--- src/verilog/mux_codec_pkg.sv ---
package mux_codec_pkg;

  // Bus clock and line timing
  localparam int CLK_NS = 10;
  localparam int BIT_NS = 1000;
  localparam int CNT_W = 8;
  localparam int BIT_CYC_I = BIT_NS / CLK_NS;
  localparam logic [CNT_W-1:0] BIT_CYC = CNT_W'(BIT_CYC_I);
  localparam logic [CNT_W-1:0] HALF_CYC = CNT_W'(BIT_CYC_I / 2);
  localparam logic [CNT_W-1:0] QTR_CYC = CNT_W'(BIT_CYC_I / 4);
  localparam logic [CNT_W-1:0] SYNC_HALF_CYC = CNT_W'(BIT_CYC_I * 3 / 2);
  localparam logic [CNT_W-1:0] SYNC_MIN = CNT_W'(BIT_CYC_I * 3 / 2 - BIT_CYC_I / 4);
  localparam logic [CNT_W-1:0] SYNC_MAX = CNT_W'(BIT_CYC_I * 3 / 2 + BIT_CYC_I / 4);
  localparam logic [CNT_W-1:0] RUN_SAT = {CNT_W{1'b1}};

  // Word layout
  localparam int INFO_BITS = 16;
  localparam int WORD_BITS = INFO_BITS + 1;
  localparam int SYNC_HALVES = 6;
  localparam int TX_HALVES = 2 * WORD_BITS + SYNC_HALVES;
  localparam logic [SYNC_HALVES-1:0] SYNC_CMD_PAT = 6'h38;
  localparam logic [SYNC_HALVES-1:0] SYNC_DATA_PAT = 6'h07;
  localparam int ADDR_W = 5;
  localparam logic [ADDR_W-1:0] BCAST_ADDR = 5'h1f;
  localparam logic [4:0] SUB_MODE_LO = 5'h00;
  localparam logic [4:0] SUB_MODE_HI = 5'h1f;
  localparam logic [4:0] CNT_ZERO = 5'h00;
  localparam logic [5:0] MAX_COUNT = 6'h20;

  // Line levels seen as {hi, lo}
  localparam logic [1:0] LVL_HI = 2'h2;
  localparam logic [1:0] LVL_LO = 2'h1;

  // Register map (byte addresses)
  localparam int ADR_W = 8;
  localparam logic [ADR_W-1:0] REG_CTRL = 8'h00;
  localparam logic [ADR_W-1:0] REG_STATUS = 8'h04;
  localparam logic [ADR_W-1:0] REG_RX_WORD = 8'h08;
  localparam logic [ADR_W-1:0] REG_RX_FIELDS = 8'h0c;
  localparam logic [ADR_W-1:0] REG_TX_WORD = 8'h10;

  typedef enum logic [1:0] {KIND_NONE, KIND_CMD, KIND_STATUS, KIND_DATA} word_kind_t;
  typedef enum logic [1:0] {RX_IDLE, RX_SYNC, RX_BITS} rx_state_t;

  typedef struct packed {
    logic [ADDR_W-1:0] addr;
    logic tr;
    logic [4:0] sub;
    logic [4:0] cnt;
  } cmd_fields_t;

  typedef struct packed {
    logic role_bc;
    logic bcast_en;
    logic [ADDR_W-1:0] own_addr;
  } ctrl_t;

  typedef struct packed {
    logic tx_refused;
    logic resp_ok;
    logic bcast;
    logic addressed;
    word_kind_t kind;
    logic rx_err;
    logic rx_valid;
    logic tx_busy;
  } status_t;

  typedef struct packed {
    logic [5:0] count;
    logic mode;
    cmd_fields_t f;
  } fields_rd_t;

  typedef struct packed {
    logic cmd_sync;
    logic [INFO_BITS-1:0] word;
  } tx_req_t;

  localparam ctrl_t CTRL_RST = '0;

endpackage

--- src/verilog/mux_bus_word_codec.sv ---
`timescale 1ns/1ns
// Function
// - One is sent high half then low.
// - Zero is sent low half then high.
// - Every bit has a mid-bit transition.
// - Bit rate one megabit per second.
// - Word is sync, sixteen bits, parity.
// - Most significant information bit goes first.
// - Multiword quantities send most significant word first.
// - Unused bit positions are sent as zero.
// - Command sync: 1.5 high, 1.5 low.
// - Accept stretched sync low half before zero.
// - Command fields: address, direction, subaddress, count.
// - First five bits are terminal address.
// - Broadcast address also accepted when enabled.
// - Direction bit: zero receive, one transmit.
// - Next five bits: subaddress or mode.
// - Subaddress all-zeros/all-ones mean mode control.
// - Terminals transmit only when commanded.
// - Half duplex: never drive over another talker.
// - Receiver recovers timing from the signal.
// - Words classed as command, status, data.
// - Count zero means thirty-two words.
// - Odd parity over sixteen information bits.
// - Mode subaddress makes count a mode code.
module mux_bus_word_codec
  import mux_codec_pkg::*;
(
  input wire logic clk_i,
  input wire logic rst_i,
  input wire logic [ADR_W-1:0] wb_adr_i,
  input wire logic [31:0] wb_dat_i,
  input wire logic wb_we_i,
  input wire logic [3:0] wb_sel_i,
  input wire logic wb_cyc_i,
  input wire logic wb_stb_i,
  output logic [31:0] wb_dat_o,
  output logic wb_ack_o,
  input wire logic rx_hi_i,
  input wire logic rx_lo_i,
  output logic tx_hi_o,
  output logic tx_lo_o,
  output logic tx_en_o
);

  function automatic logic [TX_HALVES-1:0] build_pattern(input logic [INFO_BITS-1:0] w, input logic cmd);
    logic [TX_HALVES-1:0] p;
    logic [WORD_BITS-1:0] bits;
    p = '0;
    bits = {w, ~^w};
    p[SYNC_HALVES-1:0] = cmd ? SYNC_CMD_PAT : SYNC_DATA_PAT;
    for (int i = WORD_BITS - 1; i >= 0; i--)
    begin
      // Each bit as two halves, true value first, so ones are 1/0 and zeros 0/1
      p = {p[TX_HALVES-3:0], bits[i], ~bits[i]};
    end
    return p;
  endfunction

  logic ack_r;
  logic [31:0] dat_r;
  logic req, wr, rd;
  ctrl_t ctrl_r;
  status_t st_r;
  logic [INFO_BITS-1:0] rx_word_r;
  fields_rd_t fields_r;
  logic [1:0] hi_sync_r, lo_sync_r, lvl, lvl_d_r;
  logic chg;
  logic [CNT_W-1:0] run_r;
  rx_state_t rx_state_r;
  logic sync_pos_r, first_r, bad_r;
  logic [CNT_W-1:0] cnt_r;
  logic [4:0] nbit_r;
  logic [WORD_BITS-1:0] shift_r, new_shift;
  logic lvl_ok, early, late, bit_bad, word_done, word_good, sync_seen;
  cmd_fields_t rx_f;
  logic rx_match, rx_individual, rx_mode;
  word_kind_t rx_kind;
  logic [TX_HALVES-1:0] pat_r;
  logic [CNT_W-1:0] half_r;
  logic [5:0] idx_r;
  logic tx_hi_r, tx_lo_r, tx_en_r;
  tx_req_t tx_req;
  logic tx_allowed, tx_start, tx_end;
  status_t w1c;
  ctrl_t ctrl_wr;

  assign wb_ack_o = ack_r;
  assign wb_dat_o = dat_r;
  assign tx_hi_o = tx_hi_r;
  assign tx_lo_o = tx_lo_r;
  assign tx_en_o = tx_en_r;

  assign req = wb_cyc_i && wb_stb_i && !ack_r;
  assign wr = req && wb_we_i && wb_sel_i[0];
  assign rd = req && !wb_we_i;
  assign w1c = status_t'(wb_dat_i[$bits(status_t)-1:0]);
  assign ctrl_wr = ctrl_t'(wb_dat_i[$bits(ctrl_t)-1:0]);
  assign tx_req = tx_req_t'(wb_dat_i[$bits(tx_req_t)-1:0]);

  // Two flops on each receiver comparator before any logic looks at them
  always_ff @(posedge clk_i)
  begin
    if (rst_i)
    begin
      hi_sync_r <= '0;
      lo_sync_r <= '0;
      lvl_d_r <= '0;
    end
    else
    begin
      hi_sync_r <= {hi_sync_r[0], rx_hi_i};
      lo_sync_r <= {lo_sync_r[0], rx_lo_i};
      lvl_d_r <= lvl;
    end
  end

  assign lvl = {hi_sync_r[1], lo_sync_r[1]};
  assign chg = lvl != lvl_d_r;
  assign lvl_ok = (lvl == LVL_HI) || (lvl == LVL_LO);

  // Length of the current line level, saturating
  always_ff @(posedge clk_i)
  begin
    if (rst_i || chg)
      run_r <= '0;
    else if (run_r != RUN_SAT)
      run_r <= run_r + 1'b1;
  end

  // A sync half is a level run of 1.5 bit times, which no valid bit code can produce
  assign sync_seen = chg && (lvl == ~lvl_d_r) && lvl_ok && (run_r >= SYNC_MIN) && (run_r <= SYNC_MAX);

  assign early = cnt_r == QTR_CYC;
  assign late = cnt_r == BIT_CYC - QTR_CYC;
  assign bit_bad = !lvl_ok || ((lvl == LVL_HI) == first_r);
  assign new_shift = {shift_r[WORD_BITS-2:0], first_r};
  assign word_done = (rx_state_r == RX_BITS) && late && (nbit_r == 5'(WORD_BITS - 1));
  assign word_good = word_done && !bad_r && !bit_bad && (^new_shift);

  assign rx_f = cmd_fields_t'(new_shift[WORD_BITS-1:1]);
  assign rx_individual = rx_f.addr == ctrl_r.own_addr;
  assign rx_match = rx_individual || (ctrl_r.bcast_en && (rx_f.addr == BCAST_ADDR));
  assign rx_mode = (rx_f.sub == SUB_MODE_LO) || (rx_f.sub == SUB_MODE_HI);
  // Positive-first sync is command or status; which one depends on our role
  assign rx_kind = !sync_pos_r ? KIND_DATA : (ctrl_r.role_bc ? KIND_STATUS : KIND_CMD);

  // Receiver: locks to the sync, then re-centres on every mid-bit transition
  always_ff @(posedge clk_i)
  begin
    if (rst_i)
    begin
      rx_state_r <= RX_IDLE;
      sync_pos_r <= 1'b0;
      cnt_r <= '0;
      nbit_r <= '0;
      first_r <= 1'b0;
      bad_r <= 1'b0;
      shift_r <= '0;
    end
    else
    begin
      case (rx_state_r)
        RX_IDLE:
        begin
          if (sync_seen)
          begin
            rx_state_r <= RX_SYNC;
            sync_pos_r <= lvl_d_r == LVL_HI;
            cnt_r <= '0;
          end
        end
        RX_SYNC:
        begin
          // Only the first part of the second half is checked, so a half that runs on into a zero bit still passes
          if ((cnt_r < SYNC_MIN) && (lvl != lvl_d_r || !lvl_ok))
            rx_state_r <= RX_IDLE;
          else if (cnt_r == SYNC_HALF_CYC - 1'b1)
          begin
            rx_state_r <= RX_BITS;
            cnt_r <= '0;
            nbit_r <= '0;
            bad_r <= 1'b0;
          end
          else
            cnt_r <= cnt_r + 1'b1;
        end
        RX_BITS:
        begin
          // Bit timing comes from the line itself; our clock only measures between transitions
          if (chg && (cnt_r > QTR_CYC) && (cnt_r < BIT_CYC - QTR_CYC))
            cnt_r <= HALF_CYC;
          else if (cnt_r == BIT_CYC - 1'b1)
            cnt_r <= '0;
          else
            cnt_r <= cnt_r + 1'b1;
          if (early)
          begin
            first_r <= lvl == LVL_HI;
            if (!lvl_ok)
              bad_r <= 1'b1;
          end
          if (late)
          begin
            shift_r <= new_shift;
            nbit_r <= nbit_r + 1'b1;
            if (bit_bad)
              bad_r <= 1'b1;
            if (word_done)
              rx_state_r <= RX_IDLE;
          end
        end
        default:
          rx_state_r <= RX_IDLE;
      endcase
    end
  end

  // Received word and decoded command fields; invalid words never reach these
  always_ff @(posedge clk_i)
  begin
    if (rst_i)
    begin
      rx_word_r <= '0;
      fields_r <= '0;
    end
    else if (word_good)
    begin
      rx_word_r <= new_shift[WORD_BITS-1:1];
      fields_r.f <= rx_f;
      fields_r.mode <= rx_mode;
      fields_r.count <= (rx_f.cnt == CNT_ZERO) ? MAX_COUNT : {1'b0, rx_f.cnt};
    end
  end

  // Transmission is refused while the line is busy, and for a terminal until it is commanded
  assign tx_allowed = !st_r.tx_busy && (rx_state_r == RX_IDLE) && (lvl == '0)
                      && (ctrl_r.role_bc || st_r.resp_ok);
  assign tx_start = wr && (wb_adr_i == REG_TX_WORD) && tx_allowed;
  assign tx_end = st_r.tx_busy && (half_r == HALF_CYC - 1'b1) && (idx_r == 6'(TX_HALVES - 1));

  // Status flags: hardware set wins over a same-cycle software clear
  always_ff @(posedge clk_i)
  begin
    if (rst_i)
      st_r <= '0;
    else
    begin
      if (tx_start)
        st_r.tx_busy <= 1'b1;
      else if (tx_end)
        st_r.tx_busy <= 1'b0;
      if (word_good)
        st_r.rx_valid <= 1'b1;
      else if ((wr && wb_adr_i == REG_STATUS && w1c.rx_valid) || (rd && wb_adr_i == REG_RX_WORD))
        st_r.rx_valid <= 1'b0;
      if (word_done && !word_good)
        st_r.rx_err <= 1'b1;
      else if (wr && wb_adr_i == REG_STATUS && w1c.rx_err)
        st_r.rx_err <= 1'b0;
      if (word_good)
      begin
        st_r.kind <= rx_kind;
        st_r.addressed <= (rx_kind == KIND_CMD) && rx_match;
        st_r.bcast <= (rx_kind == KIND_CMD) && rx_match && !rx_individual;
      end
      // A command to our own address permits transmitting, not cleared by a transmit; any new sync withdraws it
      if (word_good && rx_kind == KIND_CMD && rx_individual)
        st_r.resp_ok <= 1'b1;
      else if (sync_seen)
        st_r.resp_ok <= 1'b0;
      if (wr && wb_adr_i == REG_TX_WORD && !tx_allowed)
        st_r.tx_refused <= 1'b1;
      else if (wr && wb_adr_i == REG_STATUS && w1c.tx_refused)
        st_r.tx_refused <= 1'b0;
    end
  end

  // Control register; an attempt to take the shared address as our own is ignored
  always_ff @(posedge clk_i)
  begin
    if (rst_i)
      ctrl_r <= CTRL_RST;
    else if (wr && wb_adr_i == REG_CTRL)
    begin
      ctrl_r.role_bc <= ctrl_wr.role_bc;
      ctrl_r.bcast_en <= ctrl_wr.bcast_en;
      if (ctrl_wr.own_addr != BCAST_ADDR)
        ctrl_r.own_addr <= ctrl_wr.own_addr;
    end
  end

  // Transmitter: one half-bit per HALF_CYC clocks, 40 halves per word.
  // Words go out in write order, so software writes the most significant word first.
  always_ff @(posedge clk_i)
  begin
    if (rst_i)
    begin
      pat_r <= '0;
      half_r <= '0;
      idx_r <= '0;
      tx_hi_r <= 1'b0;
      tx_lo_r <= 1'b0;
      tx_en_r <= 1'b0;
    end
    else if (tx_start)
    begin
      // The whole information field comes from software, so unused bits leave as written zeros
      pat_r <= build_pattern(tx_req.word, tx_req.cmd_sync);
      half_r <= '0;
      idx_r <= '0;
      tx_en_r <= 1'b1;
      tx_hi_r <= tx_req.cmd_sync;
      tx_lo_r <= !tx_req.cmd_sync;
    end
    else if (st_r.tx_busy)
    begin
      if (half_r == HALF_CYC - 1'b1)
      begin
        half_r <= '0;
        if (tx_end)
        begin
          tx_en_r <= 1'b0;
          tx_hi_r <= 1'b0;
          tx_lo_r <= 1'b0;
        end
        else
        begin
          idx_r <= idx_r + 1'b1;
          pat_r <= {pat_r[TX_HALVES-2:0], 1'b0};
          tx_hi_r <= pat_r[TX_HALVES-2];
          tx_lo_r <= !pat_r[TX_HALVES-2];
        end
      end
      else
        half_r <= half_r + 1'b1;
    end
  end

  // Wishbone slave: ack one clock after the request, unmapped reads return zero
  always_ff @(posedge clk_i)
  begin
    if (rst_i)
    begin
      ack_r <= 1'b0;
      dat_r <= '0;
    end
    else
    begin
      ack_r <= req;
      if (rd)
      begin
        case (wb_adr_i)
          REG_CTRL: dat_r <= 32'(ctrl_r);
          REG_STATUS: dat_r <= 32'(st_r);
          REG_RX_WORD: dat_r <= 32'(rx_word_r);
          REG_RX_FIELDS: dat_r <= 32'(fields_r);
          default: dat_r <= '0;
        endcase
      end
    end
  end

endmodule // mux_bus_word_codec

--- config.mk ---
export PLATFORM = sky130hd
export DESIGN_NAME = mux_bus_word_codec
export DESIGN_NICKNAME = d
export VERILOG_FILES = /design/src/verilog/mux_codec_pkg.sv /design/src/verilog/mux_bus_word_codec.sv
export SDC_FILE = /design/constraint.sdc
export NUM_CORES = 1
export LEC_CHECK = 0
export BUFFER_PORTS_ARGS = -buffer_cell sky130_fd_sc_hd__buf_2
export CORE_MARGIN = 1
export CORE_UTILIZATION = 36
export DETAILED_ROUTE_END_ITERATION = 10
export SETUP_SLACK_MARGIN = 0.1
export SLEW_MARGIN = 20
export SYNTH_ARGS = -nofsm -noshare
export SYNTH_HDL_FRONTEND = slang
export SYNTH_SLANG_ARGS = --single-unit
--- constraint.sdc ---
create_clock -name clk_i -period 3.4 [get_ports clk_i]
set_clock_uncertainty 0.2 [all_clocks]
set_input_delay 1.02 -clock clk_i [delete_from_list [all_inputs] [get_ports clk_i]]
set_output_delay 1.02 -clock clk_i [all_outputs]
set_load 0.005 [all_outputs]
==> summary by stage <==
Floorplanning
During I/O placement, the number of pins put on the boundary was 87. The region available for standard cell placement spans 0.0210 mm^2. Row generation in the floorplan step produced 53 rows. Measured along the y axis, the die boundary spans 149 um. For this configuration, the core starts out at a cell density of 0.368. The die covers 0.0221 mm^2. The x dimension of the die is 149 um.

Worst setup path
On the worst path, the slowest cell contributes a delay of 550 ps. The worst register-to-register path has a depth of 8. The element type at the critical path start is a flip-flop. Along the worst path, the maximum fanout reaches 19. Walking the worst path, the cells encountered are ha_1, or4b_4, or4_1, nor2_4, nand3_2, buf_4, or3_1, a21oi_1. The endpoint identified for the worst register-to-register timing path is fields_r[22].

The endpoint kind of the worst setup timing path is a flip-flop. The slowest library cell on the worst path is sky130_fd_sc_hd__or4_1. The internal reg-to-reg setup slack is 410 ps. The data required time at the worst endpoint is 3550 ps. The launch instance of the worst register-to-register path is cnt_r[0]. The worst setup path category is flip-flop to flip-flop. The arrival time reported for the critical path endpoint is 3140 ps.

Detailed routing
The post-route DRC violation count is 0. In this run the remaining antenna-violating nets after routing total 0. After detailed routing, the average wire length per cell comes to 13.6 um. The count of vias placed by the detailed router is 6,053. The initial DRC count is 328. After detailed routing, the number of vias per cell comes to 5.04. The overall routed net length is 16,300 um.

The number of iterations in the first detailed-routing pass is 5.

STA
The worst path meets setup with 412 ps of slack. The count of pins over their slew limit is 0. The number of setup violations in the final report is 0. The slew at the pin closest to its max-slew limit is 597 ps. Across all hold checks on the routed design, the worst slack comes to 242 ps.

The post-route minimum period is 2990 ps. The worst pin sits at a relative slew slack of 0.592. The fmax is 0.335 GHz.

The sum of negative setup slack is 0 ps. The final-report hold violation count was 0. Setup repair after global routing left no endpoint under its margin. The final worst-path cycle share is 0.879.

Final layout
The layout-stage area growth over the synthesis result is 15.1%. The fraction of final layout cells with drive strength greater than 1 is 0.146. The number of antenna repair diodes is 0. At the end of the flow, the number of nets in the layout was 989.

The number of filler instances in the final layout is 2,090.

Pwr
The internal power of the cells totals 3.25 mW. The relative contribution of combinational cells to total power is 0.078. Power spread over the standard cell area amounts to 481 mW/mm^2. The sequential group share of total power is 0.464.

Of the total power, the clock network draws 0.458. The design draws 4.28 mW. Summed over all cells, the static leakage comes to 3.61 nW. Of the total power, the share spent switching nets is 0.242. The highest ir drop seen on vdd is 294 uV.

The net switching component of the power is 1.03 mW.

Clock tree
The root buffer cell is sky130_fd_sc_hd__clkbuf_16. The longest clock path from root to sink contains 2 buffers. The quantity of gates resized following cts is 0. Clock tree synthesis found a total of 167 sinks. After clock tree synthesis, the clock-pin slew on the worst setup and hold paths is 60 ps. The number of hold buffers added after cts is 0. The TritonCTS buffer count is 17. TritonCTS built the clock tree. The number of H-tree levels is 4.

At the later pin of the worst-skew pair, clock insertion delay measures 430 ps. Buffers added to address setup during post-CTS repair amount to 0.

Worst hold path
The path class of the tightest hold or removal check is flip-flop to flip-flop. The instance count along the most critical hold path is 1. The end point of the most critical hold path is lo_sync_r[1]. In this run the most critical hold path is launched from lo_sync_r[0].

Yosys
The number of unique standard cell types used by synthesis is 63. Synthesis produced 869 cells. The average footprint of a synthesized cell is 8.91 um^2. The portion of the post-synthesis area used by sequential elements is 0.432.

The Yosys step of the flow raised 0 warnings. The synthesized design contains 167 register bits. The number of synthesized flops with an enable pin is 0.

The cell area after synthesis is 0.00774 mm^2. The leading register cell type out of synthesis is sky130_fd_sc_hd__dfxtp_1. The share of async-settable or async-resettable flops after synthesis is 0.

Placed design
The HPWL after detailed placement is 11,300 um. The worst setup slack after placement is 380 ps. The final weighted congestion in routability-driven placement is 0.802. The number of buffers inserted by port buffering is 59.

GRT
The maximum number of pins on one net before global-route repair is 52. The number of antenna violations at the first check in global routing is 0. The global-route total usage across every layer is 0.156. The via count of the first global-routing pass came to 5,637. The wire length of the first global-routing pass is 27,400 um. For this run the aggregate overflow at the end of global routing stands at 0.

Status
The run finished with clean final reports.

Flow run
The max-capacitance violation count is 0.
## cell type report
type / instances / area (um^2) / area share
Timing Repair Buffer: 77 / 445 / 0.0500
Clock buffer: 20 / 467 / 0.0524
Sequential cell: 167 / 3340 / 0.375
Multi-Input combinational cell: 622 / 4070 / 0.456
Inverter: 28 / 105 / 0.0118
Clock inverter: 12 / 140 / 0.0157
Tap cell: 275 / 344 / 0.0386
## cell usage after synthesis (5+ instances only)
master                     instances  share of area
sky130_fd_sc_hd__buf_4             9         0.0087
sky130_fd_sc_hd__nor2b_1           6         0.0048
sky130_fd_sc_hd__dfxtp_1         167           0.43
sky130_fd_sc_hd__a21oi_1          57          0.037
sky130_fd_sc_hd__inv_1            28          0.014
sky130_fd_sc_hd__mux2_2           16          0.023
sky130_fd_sc_hd__mux2i_1          69          0.089
sky130_fd_sc_hd__xor2_1           21          0.024
sky130_fd_sc_hd__or3_1             5         0.0040
sky130_fd_sc_hd__ha_1             25          0.040
sky130_fd_sc_hd__o21ai_0          15         0.0097
sky130_fd_sc_hd__nor3_1            9         0.0058
sky130_fd_sc_hd__clkbuf_1         42          0.020
sky130_fd_sc_hd__o211ai_1          5         0.0048
sky130_fd_sc_hd__and2_1            5         0.0040
sky130_fd_sc_hd__nand3_1          23          0.015
sky130_fd_sc_hd__nand2_1          55          0.027
sky130_fd_sc_hd__a22oi_1          19          0.018
sky130_fd_sc_hd__nand4_1          16          0.013
sky130_fd_sc_hd__nor2_1          153          0.074
sky130_fd_sc_hd__buf_2             5         0.0032
sky130_fd_sc_hd__xnor2_1          26          0.029
sky130_fd_sc_hd__a211oi_1         24          0.023
sky130_fd_sc_hd__a31oi_1           6         0.0048
## sequential cells by signal, indices dropped and copies added, names as in the netlist, 8 cells and up
| name | count |
|---|---|
| rx_word_r | 16 |
| run_r | 8 |
| st_r | 9 |
| cnt_r | 8 |
| half_r | 8 |
| pat_r | 39 |
| wb_dat_o | 23 |
| shift_r | 16 |
## power groups by stage
| stage | logic (mW) | registers, mW | clock network, mW |
|---|---|---|---|
| final | 0.336 | 1.98 | 1.96 |
| after global routing | 0.380 | 1.99 | 2.11 |
| after CTS | 0.337 | 1.98 | 2.02 |
| after detailed placement | 0.336 | 2.03 | 0 |
| after global placement | 0.336 | 2.03 | 0 |
| after floorplan | 0.246 | 2.03 | 0 |
## cell families after synthesis
| family | count (synthesis) | synth area share |
|---|---|---|
| and+or+nand+nor | 302 | 0.178 |
| muxes | 85 | 0.112 |
| other | 1 | 0.000484 |
| xor gates and xnor gates | 50 | 0.0619 |
| buffers and inverters | 88 | 0.0478 |
| adders and majority gates | 25 | 0.0404 |
| DFF | 167 | 0.432 |
| AOI/OAI and AO/OA | 151 | 0.127 |
## how the worst max path moves through the flow
stage                           start           end  slack, ps  cells after the start
after floorplan           wb_adr_i[7]     ctrl_r[0]        270                      6
after global placement    wb_adr_i[7]      pat_r[3]        400                      7
after CTS                    cnt_r[0]  fields_r[22]        410                      8
after detailed placement  wb_adr_i[7]      pat_r[4]        380                      8
after global routing         cnt_r[0]  fields_r[22]        260                      8
final                        cnt_r[0]  fields_r[22]        410                      8
## critical path: cells and delay by family, from the launching register on
family | cells | cell delay, ps
flops | 1 | 410
compound gates | 1 | 140
simple gates | 5 | 1700
buf+inv | 1 | 260
fa+ha+maj | 1 | 190
## layout by cell type, fill, tap and decap left out, types with 15 or more instances in the layout
cell / instances
sky130_fd_sc_hd__a211oi_1: 24
sky130_fd_sc_hd__a21oi_1: 57
sky130_fd_sc_hd__a22oi_1: 19
sky130_fd_sc_hd__buf_2: 58
sky130_fd_sc_hd__buf_4: 18
sky130_fd_sc_hd__clkbuf_16: 17
sky130_fd_sc_hd__dfxtp_1: 167
sky130_fd_sc_hd__ha_1: 25
sky130_fd_sc_hd__inv_1: 28
sky130_fd_sc_hd__mux2_2: 16
sky130_fd_sc_hd__mux2i_1: 69
sky130_fd_sc_hd__nand2_1: 55
sky130_fd_sc_hd__nand3_1: 23
sky130_fd_sc_hd__nand4_1: 16
sky130_fd_sc_hd__nor2_1: 153
sky130_fd_sc_hd__o21ai_0: 15
sky130_fd_sc_hd__xnor2_1: 26
sky130_fd_sc_hd__xor2_1: 21
## stage by stage
| stage | util | area [um^2] | std cells |
|---|---|---|---|
| after floorplan | - | 7770 | 877 |
| after global placement | 0.395 | 8300 | 1169 |
| after detailed placement | 0.395 | 8300 | 1169 |
| after CTS | 0.424 | 8910 | 1201 |
| after global routing | 0.424 | 8910 | 1201 |
| final | 0.424 | 8910 | 1201 |
## metal layers
layer	up-vias	routed length, um	global-route usage
li1	3099	-	-
met1	2861	7930	0.203
met2	79	7680	0.256
met3	14	536	0.0347
met4	0	170	0.0490
met5	-	0	0
No activity file was read; power rests on OpenSTA's default activity.
